`src/arcl_pkg.sv`:
```
// Functional notes
// status/control two bit 5 enables the automatic compare function.
// status/control two bit 4: 0 triggers below level, 1 at or above.
// result high holds upper two bits of 10-bit result; zero in 8-bit mode.
// result low holds lower eight bits, or the whole 8-bit result.
// both results update on completion unless compare enabled and not met.
// 10-bit: reading high blocks transfers until low is read; blocked results lost.
// 8-bit: no read interlock between high and low result registers.
// any resolution field change invalidates both result registers until next conversion; a transfer in the same cycle keeps them valid.
// configuration bit 7 selects high-speed (0) or low-power (1) profile.
// configuration bits 6:5 divide input clock by 1, 2, 4 or 8.
// configuration bit 4 selects short (0) or long (1) sample period.
// configuration bits 3:2: 00 8-bit, 10 10-bit; 01 and 11 reserved.
// configuration bits 1:0 select the input clock source for the divider.
package arcl_pkg;
    // ------------------------------------------------------------
    // register byte offsets
    // ------------------------------------------------------------
    localparam logic [7:0] OFF_CFG = 8'h00;
    localparam logic [7:0] OFF_SC2 = 8'h04;
    localparam logic [7:0] OFF_RH = 8'h08;
    localparam logic [7:0] OFF_RL = 8'h0c;
    localparam logic [7:0] OFF_CMPH = 8'h10;
    localparam logic [7:0] OFF_CMPL = 8'h14;
    localparam logic [7:0] OFF_CTRL = 8'h18;
    localparam logic [7:0] OFF_IRQ_ST = 8'h1c;
    localparam logic [7:0] OFF_IRQ_MASK = 8'h20;
    // ------------------------------------------------------------
    // field positions
    // ------------------------------------------------------------
    localparam int CFG_LOW_POWER = 7;
    localparam int CFG_DIV_LSB = 5;
    localparam int CFG_LONG_SAMPLE = 4;
    localparam int CFG_MODE_LSB = 2;
    localparam int CFG_CLK_LSB = 0;
    localparam int SC2_ACTIVE = 7;
    localparam int SC2_CMP_EN = 5;
    localparam int SC2_CMP_GE = 4;
    localparam int SC2_VALID = 0;
    localparam int CTRL_START = 0;
    localparam int CTRL_CONTINUOUS = 1;
    localparam int IRQ_DONE = 0;
    localparam int IRQ_LOST = 1;
    // ------------------------------------------------------------
    // reset values and encodings
    // ------------------------------------------------------------
    localparam logic [7:0] CFG_RESET = 8'h00;
    localparam logic [7:0] SC2_RESET = 8'h00;
    localparam logic [9:0] CMP_RESET = 10'h000;
    localparam logic [1:0] IRQ_RESET = 2'h0;
    localparam logic [1:0] MODE_8BIT = 2'h0;
    localparam logic [1:0] MODE_10BIT = 2'h2;
    // ------------------------------------------------------------
    // timing counts, in conversion clock ticks
    // ------------------------------------------------------------
    localparam logic [3:0] SAMPLE_SHORT_TICKS = 4'h2;
    localparam logic [3:0] SAMPLE_LONG_TICKS = 4'hc;
    localparam logic [3:0] BITS_8 = 4'h8;
    localparam logic [3:0] BITS_10 = 4'ha;
    typedef enum logic [1:0] {
        CONV_IDLE = 2'b00,
        CONV_SAMPLE = 2'b01,
        CONV_BITS = 2'b11,
        CONV_DONE = 2'b10
    } arcl_state_e;
endpackage : arcl_pkg

```
`src/arcl_conv_if.sv`:
```
`timescale 1ns/1ns
interface arcl_conv_if;
    logic start;
    logic tick;
    logic long_sample;
    logic mode10;
    logic busy;
    logic done;
    logic [9:0] result;
    modport ctl (output start, output tick, output long_sample, output mode10,
                 input busy, input done, input result);
    modport conv (input start, input tick, input long_sample, input mode10,
                  output busy, output done, output result);
endinterface : arcl_conv_if

```
`src/arcl_clkdiv.sv`:
```
`timescale 1ns/1ns
module arcl_clkdiv (
    // clock and reset
    input wire logic clk_i,
    input wire logic rst_i,
    // source and ratio
    input wire logic [2:0] alt_clk_en_i,
    input wire logic [1:0] src_sel_i,
    input wire logic [1:0] div_sel_i,
    // conversion clock enable
    output logic tick_o
);
    logic src_en;
    logic [2:0] cnt;
    logic [2:0] limit;

    // source 0 is the bus clock itself
    assign src_en = (src_sel_i == 2'h0) ? 1'b1 : alt_clk_en_i[src_sel_i - 2'h1];
    assign limit = 3'((4'h1 << div_sel_i) - 4'h1);
    assign tick_o = src_en && (cnt >= limit);

    always_ff @(posedge clk_i) begin
        if (rst_i) begin
            cnt <= 3'h0;
        end else if (tick_o) begin
            cnt <= 3'h0;
        end else if (src_en) begin
            cnt <= cnt + 3'h1;
        end
    end

    property p_div_ratio;
        @(posedge clk_i) disable iff (rst_i)
        (tick_o && src_sel_i == 2'h0 && div_sel_i == 2'h3) |-> cnt == 3'h7;
    endproperty
    a_div_ratio: assert property (p_div_ratio) else $error("divide by 8 tick early");
endmodule : arcl_clkdiv

```
`src/arcl_conv.sv`:
```
`timescale 1ns/1ns
module arcl_conv (
    // clock and reset
    input wire logic clk_i,
    input wire logic rst_i,
    // input being converted
    input wire logic [9:0] sample_value_i,
    // control side
    arcl_conv_if.conv cif
);
    arcl_pkg::arcl_state_e state;
    logic [3:0] cnt;
    logic [9:0] held;

    assign cif.busy = (state != arcl_pkg::CONV_IDLE);
    assign cif.done = (state == arcl_pkg::CONV_DONE);

    // ------------------------------------------------------------
    // sequencer: sample period, then one tick per result bit
    // ------------------------------------------------------------
    always_ff @(posedge clk_i) begin
        if (rst_i) begin
            state <= arcl_pkg::CONV_IDLE;
            cnt <= 4'h0;
        end else begin
            case (state)
                arcl_pkg::CONV_IDLE: begin
                    if (cif.start) begin
                        state <= arcl_pkg::CONV_SAMPLE;
                        cnt <= 4'h0;
                    end
                end
                arcl_pkg::CONV_SAMPLE: begin
                    if (cif.tick) begin
                        if (cnt == (cif.long_sample ? arcl_pkg::SAMPLE_LONG_TICKS
                                : arcl_pkg::SAMPLE_SHORT_TICKS) - 4'h1) begin
                            state <= arcl_pkg::CONV_BITS;
                            cnt <= 4'h0;
                        end else begin
                            cnt <= cnt + 4'h1;
                        end
                    end
                end
                arcl_pkg::CONV_BITS: begin
                    if (cif.tick) begin
                        if (cnt == (cif.mode10 ? arcl_pkg::BITS_10 : arcl_pkg::BITS_8) - 4'h1) begin
                            state <= arcl_pkg::CONV_DONE;
                        end else begin
                            cnt <= cnt + 4'h1;
                        end
                    end
                end
                arcl_pkg::CONV_DONE: begin
                    state <= arcl_pkg::CONV_IDLE;
                end
                default: begin
                    state <= arcl_pkg::CONV_IDLE;
                end
            endcase
        end
    end

    // value is held at the end of the sample period
    always_ff @(posedge clk_i) begin
        if (rst_i) begin
            held <= 10'h000;
        end else if (state == arcl_pkg::CONV_SAMPLE && cif.tick) begin
            held <= sample_value_i;
        end
    end

    // 8-bit results keep the upper eight bits of the input
    assign cif.result = cif.mode10 ? held : {2'h0, held[9:2]};

    property p_done_one;
        @(posedge clk_i) disable iff (rst_i)
        cif.done |=> !cif.done;
    endproperty
    a_done_one: assert property (p_done_one) else $error("done lasted more than a cycle");
endmodule : arcl_conv

```
`src/arcl_top.sv`:
```
`timescale 1ns/1ns
module arcl_top (
    // clock and reset
    input wire logic clk_i,
    input wire logic rst_i,
    // wishbone slave
    input wire logic [7:0] adr_i,
    input wire logic [31:0] dat_i,
    output logic [31:0] dat_o,
    input wire logic we_i,
    input wire logic [3:0] sel_i,
    input wire logic cyc_i,
    input wire logic stb_i,
    output logic ack_o,
    // converter side
    input wire logic [9:0] sample_value_i,
    input wire logic [2:0] alt_clk_en_i,
    output logic low_power_o,
    output logic conversion_clock_o,
    // interrupt
    output logic irq_o
);
    arcl_conv_if cif ();

    logic [7:0] configuration_reg;
    logic compare_function_enable;
    logic compare_greater_equal_select;
    logic [9:0] compare_level;
    logic continuous;
    logic start_pulse;
    logic [1:0] result_bit_nine_eight;
    logic [7:0] result_low_reg;
    logic result_valid;
    logic locked;
    logic [1:0] irq_status;
    logic [1:0] irq_mask;
    logic tick;
    logic taken;
    logic wr;
    logic rd;
    logic mode10;
    logic cmp_met;
    logic update;
    logic lost;
    logic [7:0] next_rdata;

    // ------------------------------------------------------------
    // bus decode
    // ------------------------------------------------------------
    // a request is taken once; ack answers one cycle later
    assign taken = cyc_i && stb_i && !ack_o;
    assign wr = taken && we_i && sel_i[0];
    assign rd = taken && !we_i;
    // reserved code 11 behaves as 10-bit, 01 as 8-bit
    assign mode10 = configuration_reg[arcl_pkg::CFG_MODE_LSB + 1];

    always_ff @(posedge clk_i) begin
        if (rst_i) begin
            ack_o <= 1'b0;
        end else begin
            ack_o <= taken;
        end
    end

    // ------------------------------------------------------------
    // configuration and control registers
    // ------------------------------------------------------------
    always_ff @(posedge clk_i) begin
        if (rst_i) begin
            configuration_reg <= arcl_pkg::CFG_RESET;
        end else if (wr && adr_i == arcl_pkg::OFF_CFG) begin
            configuration_reg <= dat_i[7:0];
        end
    end

    always_ff @(posedge clk_i) begin
        if (rst_i) begin
            compare_function_enable <= arcl_pkg::SC2_RESET[arcl_pkg::SC2_CMP_EN];
            compare_greater_equal_select <= arcl_pkg::SC2_RESET[arcl_pkg::SC2_CMP_GE];
        end else if (wr && adr_i == arcl_pkg::OFF_SC2) begin
            compare_function_enable <= dat_i[arcl_pkg::SC2_CMP_EN];
            compare_greater_equal_select <= dat_i[arcl_pkg::SC2_CMP_GE];
        end
    end

    always_ff @(posedge clk_i) begin
        if (rst_i) begin
            compare_level <= arcl_pkg::CMP_RESET;
        end else if (wr && adr_i == arcl_pkg::OFF_CMPH) begin
            compare_level[9:8] <= dat_i[1:0];
        end else if (wr && adr_i == arcl_pkg::OFF_CMPL) begin
            compare_level[7:0] <= dat_i[7:0];
        end
    end

    always_ff @(posedge clk_i) begin
        if (rst_i) begin
            continuous <= 1'b0;
            start_pulse <= 1'b0;
        end else begin
            start_pulse <= wr && adr_i == arcl_pkg::OFF_CTRL && dat_i[arcl_pkg::CTRL_START];
            if (wr && adr_i == arcl_pkg::OFF_CTRL) begin
                continuous <= dat_i[arcl_pkg::CTRL_CONTINUOUS];
            end
        end
    end

    // ------------------------------------------------------------
    // conversion clock and sequencer
    // ------------------------------------------------------------
    arcl_clkdiv u_div (
        .clk_i(clk_i),
        .rst_i(rst_i),
        .alt_clk_en_i(alt_clk_en_i),
        .src_sel_i(configuration_reg[arcl_pkg::CFG_CLK_LSB +: 2]),
        .div_sel_i(configuration_reg[arcl_pkg::CFG_DIV_LSB +: 2]),
        .tick_o(tick)
    );

    assign cif.tick = tick;
    assign cif.start = start_pulse || (continuous && !cif.busy);
    assign cif.long_sample = configuration_reg[arcl_pkg::CFG_LONG_SAMPLE];
    assign cif.mode10 = mode10;

    arcl_conv u_conv (
        .clk_i(clk_i),
        .rst_i(rst_i),
        .sample_value_i(sample_value_i),
        .cif(cif)
    );

    assign low_power_o = configuration_reg[arcl_pkg::CFG_LOW_POWER];
    assign conversion_clock_o = tick;

    // ------------------------------------------------------------
    // compare and result transfer
    // ------------------------------------------------------------
    // 8-bit mode compares against the low byte of the level only
    always_comb begin
        if (!compare_function_enable) begin
            cmp_met = 1'b1;
        end else if (compare_greater_equal_select) begin
            cmp_met = mode10 ? (cif.result >= compare_level)
                : (cif.result[7:0] >= compare_level[7:0]);
        end else begin
            cmp_met = mode10 ? (cif.result < compare_level)
                : (cif.result[7:0] < compare_level[7:0]);
        end
    end

    assign update = cif.done && cmp_met && !locked;
    assign lost = cif.done && cmp_met && locked;

    always_ff @(posedge clk_i) begin
        if (rst_i) begin
            result_bit_nine_eight <= 2'h0;
            result_low_reg <= 8'h00;
        end else if (update) begin
            result_bit_nine_eight <= mode10 ? cif.result[9:8] : 2'h0;
            result_low_reg <= cif.result[7:0];
        end
    end

    // a resolution write that changes the field drops the results, except in a cycle where a transfer also lands
    always_ff @(posedge clk_i) begin
        if (rst_i) begin
            result_valid <= 1'b0;
        end else if (update) begin
            result_valid <= 1'b1;
        end else if (wr && adr_i == arcl_pkg::OFF_CFG
                && dat_i[arcl_pkg::CFG_MODE_LSB +: 2]
                   != configuration_reg[arcl_pkg::CFG_MODE_LSB +: 2]) begin
            result_valid <= 1'b0;
        end
    end

    // read interlock exists in 10-bit mode only
    always_ff @(posedge clk_i) begin
        if (rst_i) begin
            locked <= 1'b0;
        end else if (!mode10) begin
            locked <= 1'b0;
        end else if (rd && adr_i == arcl_pkg::OFF_RL) begin
            locked <= 1'b0;
        end else if (rd && adr_i == arcl_pkg::OFF_RH) begin
            locked <= 1'b1;
        end
    end

    // ------------------------------------------------------------
    // interrupt status, set wins over clear
    // ------------------------------------------------------------
    always_ff @(posedge clk_i) begin
        if (rst_i) begin
            irq_status <= arcl_pkg::IRQ_RESET;
            irq_mask <= arcl_pkg::IRQ_RESET;
        end else begin
            irq_status[arcl_pkg::IRQ_DONE] <= update || (irq_status[arcl_pkg::IRQ_DONE]
                && !(wr && adr_i == arcl_pkg::OFF_IRQ_ST && dat_i[arcl_pkg::IRQ_DONE]));
            irq_status[arcl_pkg::IRQ_LOST] <= lost || (irq_status[arcl_pkg::IRQ_LOST]
                && !(wr && adr_i == arcl_pkg::OFF_IRQ_ST && dat_i[arcl_pkg::IRQ_LOST]));
            if (wr && adr_i == arcl_pkg::OFF_IRQ_MASK) begin
                irq_mask <= dat_i[1:0];
            end
        end
    end

    assign irq_o = |(irq_status & irq_mask);

    // ------------------------------------------------------------
    // read data
    // ------------------------------------------------------------
    always_comb begin
        next_rdata = 8'h00;
        case (adr_i)
            arcl_pkg::OFF_CFG: next_rdata = configuration_reg;
            arcl_pkg::OFF_SC2: begin
                next_rdata[arcl_pkg::SC2_ACTIVE] = cif.busy;
                next_rdata[arcl_pkg::SC2_CMP_EN] = compare_function_enable;
                next_rdata[arcl_pkg::SC2_CMP_GE] = compare_greater_equal_select;
                next_rdata[arcl_pkg::SC2_VALID] = result_valid;
            end
            arcl_pkg::OFF_RH: next_rdata = {6'h00, mode10 ? result_bit_nine_eight : 2'h0};
            arcl_pkg::OFF_RL: next_rdata = result_low_reg;
            arcl_pkg::OFF_CMPH: next_rdata = {6'h00, compare_level[9:8]};
            arcl_pkg::OFF_CMPL: next_rdata = compare_level[7:0];
            arcl_pkg::OFF_CTRL: next_rdata = {6'h00, continuous, 1'b0};
            arcl_pkg::OFF_IRQ_ST: next_rdata = {6'h00, irq_status};
            arcl_pkg::OFF_IRQ_MASK: next_rdata = {6'h00, irq_mask};
            default: next_rdata = 8'h00;
        endcase
    end

    always_ff @(posedge clk_i) begin
        if (rst_i) begin
            dat_o <= 32'h0000_0000;
        end else if (rd) begin
            dat_o <= {24'h00_0000, next_rdata};
        end
    end

    // ------------------------------------------------------------
    // checks
    // ------------------------------------------------------------
    property p_cmp_hold;
        @(posedge clk_i) disable iff (rst_i)
        (cif.done && compare_function_enable && !cmp_met)
            |=> $stable(result_low_reg) && $stable(result_bit_nine_eight);
    endproperty
    a_cmp_hold: assert property (p_cmp_hold) else $error("result changed on failed compare");

    property p_cmp_ge;
        @(posedge clk_i) disable iff (rst_i)
        (cif.done && !locked && mode10 && compare_function_enable
            && compare_greater_equal_select && cif.result >= compare_level)
            |=> result_low_reg == $past(cif.result[7:0]);
    endproperty
    a_cmp_ge: assert property (p_cmp_ge) else $error("greater-equal compare did not load");

    property p_high_zero;
        @(posedge clk_i) disable iff (rst_i)
        (rd && !mode10 && adr_i == arcl_pkg::OFF_RH) |=> dat_o[1:0] == 2'h0;
    endproperty
    a_high_zero: assert property (p_high_zero) else $error("high bits set in 8-bit mode");

    property p_low_load;
        @(posedge clk_i) disable iff (rst_i)
        (cif.done && !compare_function_enable && !locked)
            |=> result_low_reg == $past(cif.result[7:0]) && result_valid;
    endproperty
    a_low_load: assert property (p_low_load) else $error("low result not loaded");

    property p_update;
        @(posedge clk_i) disable iff (rst_i)
        update |=> irq_status[arcl_pkg::IRQ_DONE];
    endproperty
    a_update: assert property (p_update) else $error("completion flag not set");

    property p_lock;
        @(posedge clk_i) disable iff (rst_i)
        (cif.done && cmp_met && locked)
            |=> $stable(result_low_reg) && irq_status[arcl_pkg::IRQ_LOST];
    endproperty
    a_lock: assert property (p_lock) else $error("blocked result was transferred");

    property p_no_lock8;
        @(posedge clk_i) disable iff (rst_i)
        !mode10 |=> !locked || mode10;
    endproperty
    a_no_lock8: assert property (p_no_lock8) else $error("interlock active in 8-bit mode");

    property p_mode_inval;
        @(posedge clk_i) disable iff (rst_i)
        (!$past(update) && $changed(configuration_reg[arcl_pkg::CFG_MODE_LSB +: 2]))
            |-> !result_valid;
    endproperty
    a_mode_inval: assert property (p_mode_inval) else $error("results valid after mode change");

    // ------------------------------------------------------------
    // lock, flag, start and conversion clock checks
    // ------------------------------------------------------------
    property p_lock_set;
        @(posedge clk_i) disable iff (rst_i)
        (rd && mode10 && adr_i == arcl_pkg::OFF_RH) |=> locked;
    endproperty
    a_lock_set: assert property (p_lock_set) else $error("high read did not lock");

    property p_lock_clr;
        @(posedge clk_i) disable iff (rst_i)
        (rd && adr_i == arcl_pkg::OFF_RL) |=> !locked;
    endproperty
    a_lock_clr: assert property (p_lock_clr) else $error("low read did not unlock");

    property p_valid_set;
        @(posedge clk_i) disable iff (rst_i)
        update |=> result_valid;
    endproperty
    a_valid_set: assert property (p_valid_set) else $error("result not marked valid");

    property p_start;
        @(posedge clk_i) disable iff (rst_i)
        (cif.start && !cif.busy) |=> cif.busy;
    endproperty
    a_start: assert property (p_start) else $error("start ignored while idle");

    property p_irq_clr;
        @(posedge clk_i) disable iff (rst_i)
        (wr && !update && adr_i == arcl_pkg::OFF_IRQ_ST && dat_i[arcl_pkg::IRQ_DONE])
            |=> !irq_status[arcl_pkg::IRQ_DONE];
    endproperty
    a_irq_clr: assert property (p_irq_clr) else $error("completion flag not cleared");

    property p_div2;
        @(posedge clk_i) disable iff (rst_i)
        (tick && !wr && configuration_reg[arcl_pkg::CFG_DIV_LSB +: 2] == 2'h1) |=> !tick;
    endproperty
    a_div2: assert property (p_div2) else $error("divide by 2 ticked twice");

    property p_src_off;
        @(posedge clk_i) disable iff (rst_i)
        (configuration_reg[arcl_pkg::CFG_CLK_LSB +: 2] == 2'h1 && !alt_clk_en_i[0]) |-> !tick;
    endproperty
    a_src_off: assert property (p_src_off) else $error("tick from a stopped source");
endmodule : arcl_top

```
`config.mk`:
```
export PLATFORM = sky130hd
export DESIGN_NAME = arcl_top
export DESIGN_NICKNAME = d
export VERILOG_FILES = /design/src/arcl_pkg.sv /design/src/arcl_conv_if.sv /design/src/arcl_clkdiv.sv /design/src/arcl_conv.sv /design/src/arcl_top.sv
export SDC_FILE = /design/constraint.sdc
export NUM_CORES = 1
export LEC_CHECK = 0
export BUFFER_PORTS_ARGS = -buffer_cell sky130_fd_sc_hd__buf_2
export CORE_UTILIZATION = 44
export DETAILED_ROUTE_END_ITERATION = 8
export GPL_ROUTABILITY_DRIVEN = 0
export PLACE_DENSITY_LB_ADDON = 0.05
export RECOVER_POWER = 50
export SYNTH_ARGS = -nofsm -noshare
export SYNTH_HDL_FRONTEND = slang
export SYNTH_HIERARCHICAL = 1
export SYNTH_SLANG_ARGS = --single-unit
```
`constraint.sdc`:
```
create_clock -name clk_i -period 4.5 [get_ports clk_i]
set_clock_uncertainty 0.1 [all_clocks]
set_input_delay 0.9 -clock clk_i [delete_from_list [all_inputs] [get_ports clk_i]]
set_output_delay 0.9 -clock clk_i [all_outputs]
set_load 0.005 [all_outputs]
```
After elaboration in Yosys (flattened, before gate mapping). Index checks and enable logic that the tools add are counted.

Add/sub/neg operators: 6. Bitwise logic cells: 3. Mux-type cells: 31. Order comparisons: 6. Equality and inequality tests: 20. Reduce and logical (&&, ||, !) cells: 47. Shift-type cells: 1.

Operator list (number): $eq 8x5->1 const B (4); $logic_and 1x1->1 (26); $mux 4 (6); $pmux 3 s8 (1); $eq 8x4->1 const B (2); $mux 2 (8); $pmux 2 s4 (2); $pmux 4 s3 (1); $ge 10x10->1 (1); $lt 10x10->1 (1); $mux 10 (1); $reduce_and 5->1 (2); $eq 4x4->1 (2); $eq 8x3->1 const B (1); $eq 8x6->1 const B (1); $ge 8x8->1 (1); $logic_not 8->1 (1); $lt 8x8->1 (1); $mux 1 (8); $ne 2x1->1 const B (4); $pmux 1 s8 (1); $sub 4x1->4 const B (2); $logic_not 1->1 (6); $add 4x1->4 const B (1); other kinds (22) (30).

Input bits: 62. Word-level logic and storage cells: 133. Bits in registers: 66. Output and inout bits: 36.

Logic depth before layout (Yosys ltp). Gate-level depths: netlist of the first run.

Depth in word-level cells: 9. Depth in mapped cells: 12.

By module. Netlist of the first run, hierarchy kept.

Modules (own cells, without submodules): arcl_top (cells each 316, area an instance 2693.8 µm², times used 1, sequential area each 940.9 µm²); arcl_conv (cells each 94, area an instance 820.8 µm², times used 1, sequential area each 320.3 µm²); arcl_clkdiv (cells each 33, area an instance 289.0 µm², times used 1, sequential area each 60.1 µm²).

Worst setup path after synthesis of the first run. Ideal clock, no wire load.

Path type: reg2reg. Start point: register configuration_reg[3]. End point: register result_bit_nine_eight[0]. Buffers on the path: 2. Arrival time: 2.844 ns. Stages on the path, launching flop included: 12. Slack: 1.485 ns. Cell sequence: dfxtp_1 > clkbuf_1 > mux2_2 > ha_1 > a21oi_1 > o22ai_1 > a21o_1 > o32ai_4 > a21oi_2 > o21ai_4 > buf_8 > mux2i_1.

Cells in the longest elaborated chain, start to end: 7. Elaborated cells on any way between the ends: 12. Those cells by class: order compare (4); mux (6); reduce/logical (2).

Ends and longest elaborated chain: start, declared (line arcl_top.sv:25) `logic [7:0] configuration_reg;`; start signal, assigned (line arcl_top.sv:70) `configuration_reg <= arcl_pkg::CFG_RESET;`; start signal, assigned (line arcl_top.sv:72) `configuration_reg <= dat_i[7:0];`; $mux 10 (*) (line arcl_conv.sv:73) `assign cif.result = cif.mode10 ? held : {2'h0, held[9:2]};`; named net cif.result[5] (line arcl_conv_if.sv:9) `logic [9:0] result;`; $lt 10x10->1, or another cell as far along (line arcl_top.sv:146) `cmp_met = mode10 ? (cif.result < compare_level)`; $mux 1 (on tied branches) (line arcl_top.sv:146, arcl_top.sv:143); $mux 1 (*) (line arcl_top.sv:142) `end else if (compare_greater_equal_select) begin`; $mux 1 (*) (line arcl_top.sv:140) `if (!compare_function_enable) begin`; $logic_and 1x1->1 (*) (2 in series) (line arcl_top.sv:151) `assign update = cif.done && cmp_met && !locked;`; end signal, assigned (line arcl_top.sv:159) `result_bit_nine_eight <= mode10 ? cif.result[9:8] : 2'h0;`; end, declared (line arcl_top.sv:31) `logic [1:0] result_bit_nine_eight;`.

Mark *: on every way through the listed nets, which the timed path passes. The rest lies on a longest branch. A chain may end at the register's enable or synchronous reset.

Worst setup path in the final report of the first run.
Start point: register configuration_reg[0]. End point: output conversion_clock_o.

Cells in the longest elaborated chain, start to end: 5. Elaborated cells on any way between the ends: 6. Those cells by class: add/sub (1); mux (3); reduce/logical (2).

Ends and longest elaborated chain: $sub 2x1->2 (line arcl_clkdiv.sv:18) `assign src_en = (src_sel_i == 2'h0) ? 1'b1 : alt_clk_en_i[src_sel_i - 2'h1];`; $bmux 1 s2 (line arcl_clkdiv.sv:18); $mux 1 (not written as such) (line arcl_clkdiv.sv:18); $mux 1 (*) (line arcl_clkdiv.sv:18); $logic_and 1x1->1 (*) (line arcl_clkdiv.sv:20) `assign tick_o = src_en && (cnt >= limit);`; end, declared (line arcl_top.sv:19) `output logic conversion_clock_o,`.

Mark *: on every way between the ends. The rest lies on a longest branch, timed or not. The select of a mux whose other input is x is not followed.

==> results by stage, run 1 <==
Global routing:
- For this run, the total global-route usage over all layers was measured as 21.4%.
- The first global-routing pass estimated 14500 um of wire.
- Entering global routing, the biggest net connects 52 pins.
- The number of antenna violations at the first check in global routing was 0.
- The number of global-route vias before repair came to 2821.
- The overall overflow remaining after global route is 0.

Power:
- The worst-case IR drop observed on VDD is 0.114 mV.
- Summing internal, switching and leakage power gives 1.10 mW.
- The static leakage power is 1.61 nW.
- The power per cell area is 263 nW/um^2.

Status:
- The final reports fail on max-capacitance violations, max-slew violations.
- The run finished, with violations left.

CTS:
- The total number of clock tree sinks is 66.
- The clock insertion delay at the later pin of the skew report is 350 ps.
- The number of hold buffers added after CTS was 0.
- Once the clock tree was built, the resizer swapped 0 gates to a different size.
- After clock tree synthesis, the clock-pin slew on the worst setup and hold paths is 70 ps.
- Clock tree synthesis selected as its root buffer the cell clkbuf_8.
- The number of buffers created by CTS is 9.
- TritonCTS built the clock tree.
- The post-CTS repair timing setup buffer count is 0.
- The number of buffers on the longest clock path is 2.
- The H-tree depth reported by CTS is 3.

Yosys:
- Counting flops and latches in the post-synthesis netlist gives 66.
- A synthesized cell averages 8.59 sq um.
- The synthesized netlist contains 64 unique library cells.
- The Yosys step of the flow raised 6 warnings.
- Counting flops with a built-in enable in the synthesized netlist gives 0.
- The cell area after synthesis is 3800 sq um.
- By count the netlist is led by 66 x dfxtp_1, 53 x nor2_1, 44 x nand2_1.
- dfxtp_1 is the most common cell in the netlist.
- Sequential cells were found to cover 34.7% of the synthesized design area.
- The top flip-flop cell by instance count after synthesis is dfxtp_1.
- The fraction of registers with async set or reset after synthesis is 0%.
- After technology mapping, the gate count stands at 443.
- The cell type contributing the most total cell area after synthesis is dfxtp_1.
- Sorting the synthesized cells by area gives the leading types as dfxtp_1 35%, mux2i_1 8.7%, ha_1 5.3%.
- The synthesized design devotes to its leading area cell type 34.7% of total area.

Critical path:
- The critical path crosses 6 cells after its start point.
- On the critical path, the stage with the largest delay is an instance of a221oi_1.
- The cell family contributing the most delay on the critical path is compound AO/OA/AOI/OAI gates.
- STA classifies the critical path endpoint as an output pin.
- Of all nets on the critical path, the largest fanout is 7.
- The count of buffering cells on the critical path with inverters included is 2.
- The critical path's largest stage delay is 780 ps.
- Traced cell by cell, the critical path runs through inv_1, ha_1, mux2_4, a221oi_1, and2b_2, buf_2.
- The startpoint-to-endpoint class of the critical path is flop to output pin.
- The arrival time at the worst endpoint is 2740 ps.
- STA classifies the critical path startpoint as a flop.
- At the worst endpoint, the required time is 3500 ps.
- The endpoint identified for the worst register-to-register timing path is result_valid$_SDFFE_PP0P_.
- The startpoint of the most critical register-to-register path is configuration_reg[3]$_SDFFE_PP0P_.
- The flop-to-flop setup slack is 1050 ps.
- The number of cells on the worst reg-to-reg path is 10.

Layout:
- Cells fill 50.2% of the core in the end.
- The number of inserted diodes is 0.
- The area growth from synthesis to layout is 9.54%.
- In the final layout, the registers with the most flip-flops are compare_level (10), u_conv/held (10).
- The layout net count is 566.
- Fill cells in the final layout number 851.
- The ratio of cells with drive above 1 in the final layout is 16.5%.

Detailed routing:
- The detailed-routed wire length on met3 is 464 um.
- The remaining routing DRC violations is 0.
- The top layer used by detailed routing is met4.
- The via total after detailed routing is 3160.
- The first-iteration detailed-routing DRC count is 167.
- After detailed routing, the total wire length is 8980 um.
- Summed over all nets, wire length on met2 after detailed routing comes to 4110 um.
- The detailed-router iteration count before antenna repair is 6.
- After detailed routing, the average wire length per cell comes to 15.0 um.
- The antenna violation net count after detailed routing is 0.
- The detailed-route vias per instance is 5.29.
- In the final routing, the length of wire on met1 measures 4300 um.

Placed design:
- Timing analysis after detailed placement gives a worst setup slack of 1070 ps.
- The detailed placement HPWL is 6580 um.
- The number of input and output port buffers inserted is 46.

STA:
- The achievable frequency is 0.268 GHz.
- The count of final max-slew check failures came to 52.
- The worst pin sits at a relative slew slack of -37.3%.
- Setup violations remaining at the end of the flow were counted as 0.
- The hold violation count in the final report is 0.
- The final setup slack of the worst path is 762 ps.
- The pin slew with the least headroom to its limit is 2060 ps.
- Adding up every negative setup slack in the final design gives 0 ps.
- Dividing the final minimum period by the clock period gives 83.1%.
- After layout, the minimum clock period comes to 3740 ps.
- Setup repair after global routing left no endpoint under its margin.

Min path:
- The worst hold path passes through 2 cells.
- In this run the most critical hold path is launched from u_conv/held[0]$_SDFFE_PP0P_.
- The path with the worst hold slack has its endpoint at u_conv/held[0]$_SDFFE_PP0P_.
- The tightest min-delay check is of the flop to flop type.

Floorplan:
- Measured along the y axis, the die boundary spans 95.0 um.
- The placement row count is 33.
- The number of I/O pins is 98.
- The area of the core region is 8300 sq um.
- The overall die area is 9020 sq um.
- The effective utilization at floorplan is 45.8%.
- The overall die width is 95.0 um.

Run:
- The total of max-cap violations is 1.
## through the flow
stage / std cells / hold WS [ps] / area (sq um)
after CTS: 597 / 359 / 4200
final: 597 / 353 / 4170
after global placement: 582 / 346 / 4030
after floorplan: 466 / 333 / 3890
after detailed placement: 582 / 348 / 4030
after global routing: 597 / 383 / 4170
## worst reg2reg max path: stages, from the launching register on
cell     delay [ps]
dfxtp_1         600
buf_4           270
mux2_2          370
ha_1            340
a21oi_1         190
o22ai_1         100
a21o_1          210
o32ai_4         320
a21oi_2         130
o21ai_4         490
a21oi_1         120
## placed cells by master, fill, tap and decap left out, types with 2 or more instances in the layout
master    Yosys  layout
nor3b_1       4       4
a22oi_1      11      11
o21ai_0       8       8
inv_1        18      18
nand4_1       2       2
clkbuf_8      0      11
ha_1         16      16
clkbuf_1      8      11
nand2b_1     20      20
buf_4        24       2
a21o_1        2       2
nand3b_1      2       2
and3_1        3       3
or2_1         2       2
mux2i_1      33      33
mux2_2        9       9
nor4bb_1      2       2
nor2b_1       6       6
a32oi_1       2       2
a22o_1        4       4
conb_1        1      24
or2_2         4       4
xor2_1        2       2
o211ai_1      3       3
a31oi_1       2       2
o21bai_1      2       2
a311oi_1      3       3
nor2_1       53      53
and2_1        3       3
or3_1         2       2
nor3_1        7       7
a21oi_1      33      33
nand3_1       9       9
nand2_1      44      44
buf_2         3      38
dfxtp_1      66      66
## kinds of logic (layout without fill, tap and decap cells)
group,Yosys count,count (layout),synth area share (%)
AOI/OAI and AO/OA,86,86,16.9
xor gates and xnor gates,3,3,0.691
adders and majority gates,16,16,5.26
buffers and inverters,57,83,8.39
DFF,66,66,34.7
muxes,43,43,11.7
other,1,24,0.0986
and+or+nand+nor,171,171,22.2
## layout make-up
class	instances	area, sq um	share of cell area (%)
inverters	19	71.3	1.71
clock buffers	13	159	3.81
clock inverters	2	12.5	0.300
repair buffers	49	239	5.74
well taps	105	131	3.15
flip-flops and latches	66	1320	31.7
multi-input cells	343	2230	53.6
## routing by layer
metal	vias to the layer above	track usage, %
li1	1596	-
met1	1469	29.9
met2	87	32.6
met3	8	4.75
met4	0	6.57
met5	-	0
## where the power goes
| part | leakage [nW] | switching (mW) | internal [mW] |
|---|---|---|---|
| sequential | 0.532 | 0.00113 | 0.586 |
| clock | 0.0855 | 0.223 | 0.227 |
| combinational | 0.990 | 0.0384 | 0.0225 |
## worst max-delay path by stage
stage / from / to / slack (ps)
after floorplan: configuration_reg[3]$_SDFFE_PP0P_ / result_bit_nine_eight[0]$_SDFFE_PP0P_ / 1480
after global placement: configuration_reg[3]$_SDFFE_PP0P_ / result_low_reg[0]$_SDFFE_PP0P_ / 1100
after detailed placement: configuration_reg[3]$_SDFFE_PP0P_ / result_low_reg[3]$_SDFFE_PP0P_ / 1070
after CTS: configuration_reg[0]$_SDFFE_PP0P_ / conversion_clock_o / 1010
after global routing: configuration_reg[0]$_SDFFE_PP0P_ / conversion_clock_o / 620
final: configuration_reg[0]$_SDFFE_PP0P_ / conversion_clock_o / 760
Note: power is estimated with default switching activity, not from simulation.
==> inputs of run 2 (changes only) <==
==> constraint.sdc (replaced) <==
create_clock -name clk_i -period 3.8 [get_ports clk_i]
set_clock_uncertainty 0.1 [all_clocks]
set_input_delay 0.76 -clock clk_i [delete_from_list [all_inputs] [get_ports clk_i]]
set_output_delay 0.76 -clock clk_i [all_outputs]
set_load 0.005 [all_outputs]
==> run 2 against run 1 <==
  * The flow still finishes with violations (max-capacitance violations, max-slew violations)
  * Core utilization rose by 0.36 points
  * Clock power rose by 17%
  * Register-to-register slack got worse by 560 ps
  * Via count fell by 1.5%
  * Highest routed layer unchanged
  * Largest cell class unchanged
  * Critical path type unchanged
  * Critical path depth did not move
  * Power rose by 18%
==> results by stage, run 2 (same netlist as run 1, synthesis figures left out) <==
Status:
- The run finished, with violations left.
- The final reports fail on max-capacitance violations, max-slew violations.

Power:
- The static leakage power is 1.61 nW.
- The worst vdd rail ir drop is 0.153 mV.
- The power per cell area is 308 nW/um^2.

Global routing:
- The pin count of the biggest net entering global routing is 52.
- The number of global-route vias before repair came to 2776.
- The total global-route track usage is 21.3%.
- The first global-routing pass estimated 14400 um of wire.
- Summed over all layers, the global routing overflow is 0.
- The number of antenna violations at the first check in global routing came to 0.

Critical path:
- Measured in cells, the most critical reg-to-reg path has a length of 9.
- The end point of the critical path is conversion_clock_o.
- The arrival time at the worst endpoint is 2450 ps.
- The endpoint identified for the worst register-to-register timing path is irq_status[0]$_SDFF_PP0_.
- The flop-to-flop setup slack is 490 ps.
- The worst setup path is launched from a flop.
- The critical path's largest stage delay is 460 ps.
- Of all nets on the critical path, the largest fanout is 7.
- The data required time at the worst endpoint is 2940 ps.
- The cell with the largest stage delay on the worst path is dfxtp_1.
- The signal on the critical path passes through inv_1, ha_1, mux2_4, a221oi_4, and2b_2, buf_2.
- The startpoint of the most critical register-to-register path is configuration_reg[3]$_SDFFE_PP0P_.
- The worst setup path is captured at an output pin.
- The startpoint-to-endpoint class of the critical path is flop to output pin.
- The critical path launch point is configuration_reg[0]$_SDFFE_PP0P_.

Detailed routing:
- The first routing iteration left 130 violations.
- Using the TritonRoute via totals, the vias-per-cell ratio works out to 5.20.
- The via total after detailed routing is 3112.
- The pre-antenna-repair detailed-routing pass consisted of 4 iterations.
- In the routed design, unresolved DRC markers number 0.
- The sum of routed wire length over all layers is 8980 um.
- In this run the remaining antenna-violating nets after routing total 0.
- The wire length per cell is 15.0 um.

CTS:
- The total number of clock tree sinks is 66.
- The number of buffers on the longest clock path is 2.
- The number of gates resized after CTS is 0.
- After clock tree synthesis, the clock-pin slew on the worst setup and hold paths is 70 ps.
- The H-tree depth reported by CTS is 3.
- The TritonCTS clock tree is built.
- The post-CTS repair timing setup buffer count is 0.
- The hold buffer count at cts is 0.
- The clock tree root driver cell is clkbuf_8.
- The clock reaches the later pin of the worst-skew pair after 340 ps.
- TritonCTS created 9 clock buffers.

Layout:
- Of the cells placed in the final design, the portion with a size suffix greater than 1 is 16.6%.
- The number of inserted diodes is 0.
- The multi-input combinational cells in the finished layout cover a total of 2250 sq um.
- The largest registers in the layout are compare_level (10), u_conv/held (10).
- The count of non-filler cells in the finished layout is 599.
- The top cell types in the final layout, fill and taps aside, are 66 x dfxtp_1, 53 x nor2_1, 44 x nand2_1, 36 x buf_2.
- The area growth from synthesis to layout is 10.3%.
- The filler cells instantiated in the layout total 825.
- The net count of the finished layout is 568.
- Cells fill 50.6% of the core in the end.
- The most frequent standard cell in the layout excluding fill and tap cells is dfxtp_1.
- In the final layout, flip-flops and latches occupy 1320 sq um.

STA:
- Static timing analysis puts the maximum clock frequency at 0.302 GHz.
- Setup violations remaining at the end of the flow were counted as 0.
- The final setup slack of the worst path is 485 ps.
- The pin slew with the least headroom to its limit is 2060 ps.
- The worst path uses 87.2% of the clock period.
- The smallest clock period supported by the final layout is computed as 3310 ps.
- The total negative setup slack is 0 ps.
- Setup repair after global routing left no endpoint under its margin.
- Headroom to the max-slew limit came out at -37.3%.
- The count of final max-slew check failures is 52.
- The hold violation count in the final report is 0.

Run:
- The total of max-cap violations is 1.

Floorplan:
- The floorplan step set the die height to 95.0 um.
- The floorplan has 33 rows.
- In this run the count of I/O pins placed on the die edge is 98.
- The floorplan step defined a core boundary enclosing 8300 sq um.
- In this run the horizontal extent of the chip is 95.0 um.
- The floorplan step defined a die boundary enclosing 9020 sq um.
- Once the floorplan was initialized, standard cells occupied 45.8% of the core.

Placed design:
- The cell count after placement is 584.
- The number of input and output port buffers inserted is 46.
- The worst-case setup slack after placement is 508 ps.
- Detailed placement ended at an HPWL of 6690 um.

Min path:
- The path type of the worst min-delay path is flop to flop.
## run 2: changes by cell type in the layout (fill, tap and decap cells not counted)
cell      delta
buf_2        -2
buf_4        +2
clkbuf_1     +2
a221oi_1     -1
a221oi_4     +1
## run 2: power breakdown
group          leakage (nW)  total (mW)  switching, mW  internal [mW]
Sequential            0.532       0.695        0.00135          0.694
Combinational         0.996      0.0741         0.0468         0.0273
Clock                0.0855       0.524          0.256          0.268
## run 2: final cells by class
| class | instances | area share, % |
|---|---|---|
| inverters | 19 | 1.70 |
| repair buffers | 51 | 5.99 |
| flip-flops and latches | 66 | 31.5 |
| well taps | 105 | 3.13 |
| clock inverters | 2 | 0.298 |
| clock buffers | 13 | 3.79 |
| multi-input cells | 343 | 53.6 |
## run 2: metrics by stage
stage	instance area (sq um)	hold WS, ps	power, mW
after global routing	4200	382	1.36
after global placement	4040	346	0.784
after floorplan	3890	333	0.768
after CTS	4210	359	1.31
final	4200	354	1.29
after detailed placement	4040	349	0.785
## run 2: routing by layer
metal / global-route usage, % / part of all wire (%)
met5: 0 / 0
met4: 5.05 / 0.94
met3: 5.31 / 4.9
met2: 33.6 / 45
met1: 29.0 / 49
## run 2: worst max-delay path: cells and delay by family, from the launching register on
kind / cells / cell delay [ps]
AOI/OAI and AO/OA: 1 / 410
adders and majority gates: 1 / 370
and+or+nand+nor: 1 / 320
muxes: 1 / 330
DFF: 1 / 460
buffers and inverters: 2 / 210
## run 2: how the worst min path moves through the flow
| stage | from | endpoint | slack (ps) | cells after the start |
|---|---|---|---|---|
| final | u_conv/held[0]$_SDFFE_PP0P_ | u_conv/held[0]$_SDFFE_PP0P_ | 350 | 2 |
| after global routing | u_conv/held[0]$_SDFFE_PP0P_ | u_conv/held[0]$_SDFFE_PP0P_ | 380 | 2 |
| after CTS | u_conv/held[0]$_SDFFE_PP0P_ | u_conv/held[0]$_SDFFE_PP0P_ | 360 | 2 |
| after detailed placement | u_conv/held[0]$_SDFFE_PP0P_ | u_conv/held[0]$_SDFFE_PP0P_ | 350 | 2 |
| after global placement | u_conv/held[0]$_SDFFE_PP0P_ | u_conv/held[0]$_SDFFE_PP0P_ | 350 | 2 |
| after floorplan | u_conv/held[0]$_SDFFE_PP0P_ | u_conv/held[0]$_SDFFE_PP0P_ | 330 | 2 |
==> inputs of run 3 (changes only) <==
--- a/config.mk
+++ b/config.mk
@@ -5,7 +5,7 @@
 export SDC_FILE = /design/constraint.sdc
 export NUM_CORES = 1
 export LEC_CHECK = 0
-export BUFFER_PORTS_ARGS = -buffer_cell sky130_fd_sc_hd__buf_2
+export BUFFER_PORTS_ARGS = -buffer_cell sky130_fd_sc_hd__buf_4
 export CORE_UTILIZATION = 44
 export DETAILED_ROUTE_END_ITERATION = 8
 export GPL_ROUTABILITY_DRIVEN = 0
==> constraint.sdc (replaced) <==
create_clock -name clk_i -period 4.3 [get_ports clk_i]
set_clock_uncertainty 0.1 [all_clocks]
set_input_delay 0 -clock clk_i [delete_from_list [all_inputs] [get_ports clk_i]]
set_output_delay 0 -clock clk_i [all_outputs]
set_load 0.005 [all_outputs]
==> run 3 against run 2 <==
  * The run still ends with max-capacitance violations, max-slew violations left
  * Critical path depth increased by 3
  * Core utilization up 4.3 points
  * First-iteration DRC count increased by 13%
  * Global-route usage rose by 0.10 points
  * Combinational power rose by 19%
  * Die area did not move
  * Critical endpoint is now result_bit_nine_eight[0]$_SDFFE_PP0P_
==> results by stage, run 3 (same netlist as run 1, synthesis figures left out) <==
Status:
- The flow ran to the end, but the final reports show violations.
- The final reports fail on max-capacitance violations, max-slew violations.

CTS:
- The number of buffers on the longest clock path is 2.
- The total number of clock tree sinks is 66.
- At the later pin of the worst-skew pair, clock insertion delay measures 340 ps.
- The clock tree synthesis step divided the H-tree into 3 levels.
- The number of gates resized after CTS was 0.
- The number of buffers created by CTS is 9.
- The post-CTS clock slew at the launch and capture registers of the worst setup and hold paths is 70 ps.
- The TritonCTS clock tree is built.
- The clock tree root driver cell is clkbuf_8.

Placed design:
- The number of input and output port buffers inserted is 46.
- After detailed placement, the total cell area comes to 4130 sq um.
- Before CTS, the worst setup slack after placement is 1060 ps.
- The cell count after placement is 581.
- Summed over all nets, the half-perimeter wirelength after detailed placement is 6650 um.

Detailed routing:
- The first routing iteration left 147 violations.
- Before antenna repair, the detailed router went through 5 iterations.
- The remaining routing DRC violations is 0.
- The count of nets left with antenna violations once routing finished came out at 0.
- The sum of routed wire length over all layers is 9020 um.
- Dividing the detail-routed via count by the number of cells gives 5.21.
- The wire length per cell is 14.6 um.
- The via total after detailed routing is 3223.

Power:
- The clock group share of total power is 45.9%.
- In this run the power spent charging and discharging nets is 282 uW.
- After layout, the design draws a total of 1.30 mW.
- In this run switching power makes up 21.7% of total power.
- Of the total power, registers draw 47.3%.
- The proportion of power drawn by combinational gates is 6.8%.
- The worst vdd rail ir drop is 0.178 mV.
- The internal portion of the total power is 1.02 mW.
- In this run the power density over the cells is 285 nW/um^2.
- Summed over all cells, the static leakage comes to 1.78 nW.

STA:
- The post-route minimum period is 3260 ps.
- At the pin with the least slew margin, the transition time is 1680 ps.
- The hold violation count in the final report is 0.
- The count of final max-slew check failures is 9.
- Summed over all failing endpoints, the final setup total negative slack is 0 ps.
- Setup violations remaining at the end of the flow were counted as 0.
- The relative slew slack is -12.8%.
- The minimum hold slack is 29.8 ps.
- The final setup slack of the worst path is 1040 ps.
- Of the available clock period, the critical path in the final layout requires 75.9%.
- The achievable frequency is 0.306 GHz.
- Setup repair after global routing left no endpoint under its margin.

Critical path:
- The worst setup path is launched from a flop.
- Along the worst path, the maximum fanout reaches 12.
- The kind of end point of the critical path is a flop.
- The startpoint-to-endpoint class of the critical path is flop to flop.
- The family with the most delay on the worst path is compound AO/OA/AOI/OAI gates.
- On the worst path, the slowest cell contributes a delay of 630 ps.
- The critical path contains buffers and inverters numbering 0 combined.
- On the critical path, the stage with the largest delay is an instance of dfxtp_1.
- The signal on the critical path passes through mux2_2, ha_1, a21oi_1, o22ai_1, a21o_1, o32ai_4, a21oi_2, o21ai_4, mux2i_1.
- The data required time at the worst endpoint is 4460 ps.
- The arrival time at the worst endpoint is 3430 ps.

Layout:
- The count of non-filler cells in the finished layout is 619.
- From synthesis to final layout, the design area changed by 19.7%.
- The final core utilization is 54.9%.
- 0 antenna diodes ended up in the layout.
- The finished cells cover 4550 sq um.
- The ratio of cells with drive above 1 in the final layout is 17.1%.
- The layout net count is 587.
- Fill cells in the final layout number 791.
- Leaving out fill and tap cells, the most frequent cell in the layout is dfxtp_1.
- In the layout the commonest cells are 66 x dfxtp_1, 53 x nor2_1, 44 x nand2_1, 35 x buf_4.
- In the final layout, the registers with the most flip-flops are compare_level (10), u_conv/held (10).

Floorplan:
- The floorplan step defined a die boundary enclosing 9020 sq um.
- Measured along the x axis, the die boundary spans 95.0 um.
- The initial utilization of the core area, before any placement, comes to 45.8%.
- The number of I/O pins is 98.
- The area of the core region is 8300 sq um.
- From bottom edge to top edge, the die measures 95.0 um.
- The placement row count is 33.

Global routing:
- The first global-routing pass estimated 14400 um of wire.
- For this run the aggregate overflow at the end of global routing stands at 0.
- Entering global routing, the biggest net connects 75 pins.
- In the global route stage, overall resource usage came out at 21.4%.
- The number of global-route vias before repair is 2859.
- The number of antenna violations at the first check in global routing is 0.

Min path:
- The path class of the tightest hold or removal check is input port to flop.

Run:
- The total of max-cap violations is 1.
-- run 3: changes by cell type in the layout (fill, tap and decap cells not counted), moves of 2 or more --
cell | previous run | this run
buf_2 | 36 | 0
buf_4 | 4 | 35
bufinv_16 | 0 | 2
clkbuf_1 | 13 | 2
clkbuf_4 | 0 | 12
dlygate4sd3_1 | 0 | 22
-- run 3: routing by layer --
layer	global-route usage, %	vias up	routed length [um]
met2	32.8	87	4150
met1	30.0	1496	4300
li1	-	1635	-
met3	5.07	5	501
met4	5.30	0	69
met5	0	-	0
-- run 3: repair_timing --
| action | CTS | global route |
|---|---|---|
| buffers inserted | 0 | 0 |
| endpoints found under the hold margin | 38 | 0 |
| hold buffers | 22 | 0 |
-- run 3: worst paths after layout --
path                                          start                               endpoint  slack [ps]  cells past startpoint
setup / recovery  configuration_reg[3]$_SDFFE_PP0P_  result_bit_nine_eight[0]$_SDFFE_PP0P_        1040                      9
hold / removal                                 we_i                  dat_o[1]$_SDFFE_PP0P_          30                      4
setup reg to reg  configuration_reg[3]$_SDFFE_PP0P_  result_bit_nine_eight[0]$_SDFFE_PP0P_        1040                      9
hold reg to reg         u_conv/held[0]$_SDFFE_PP0P_            u_conv/held[0]$_SDFFE_PP0P_         350                      2
-- run 3: final cells by class --
type	instances	area, sq um	share of cell area (%)
Multi-Input combinational cell	343	2220	48.8
Sequential cell	66	1320	29.0
Timing Repair Buffer	70	577	12.7
Clock buffer	12	155	3.41
Tap cell	105	131	2.89
Clock inverter	4	73.8	1.62
Inverter	19	71.3	1.57
-- run 3: tightest hold or removal path: stages --
cell and delay [ps]:
buf_4 90, nor2_1 160, nor2_1 130, nor3_1 50
-- run 3: power groups by stage --
stage          logic, mW  registers [mW]  clock network [mW]
2_1_floorplan     0.0503           0.629                   0
5_1_grt           0.0974           0.614               0.643
3_5_place_dp      0.0739           0.629                   0
3_3_place_gp      0.0739           0.628                   0
4_1_cts           0.0893           0.614               0.610
6_report          0.0881           0.614               0.597
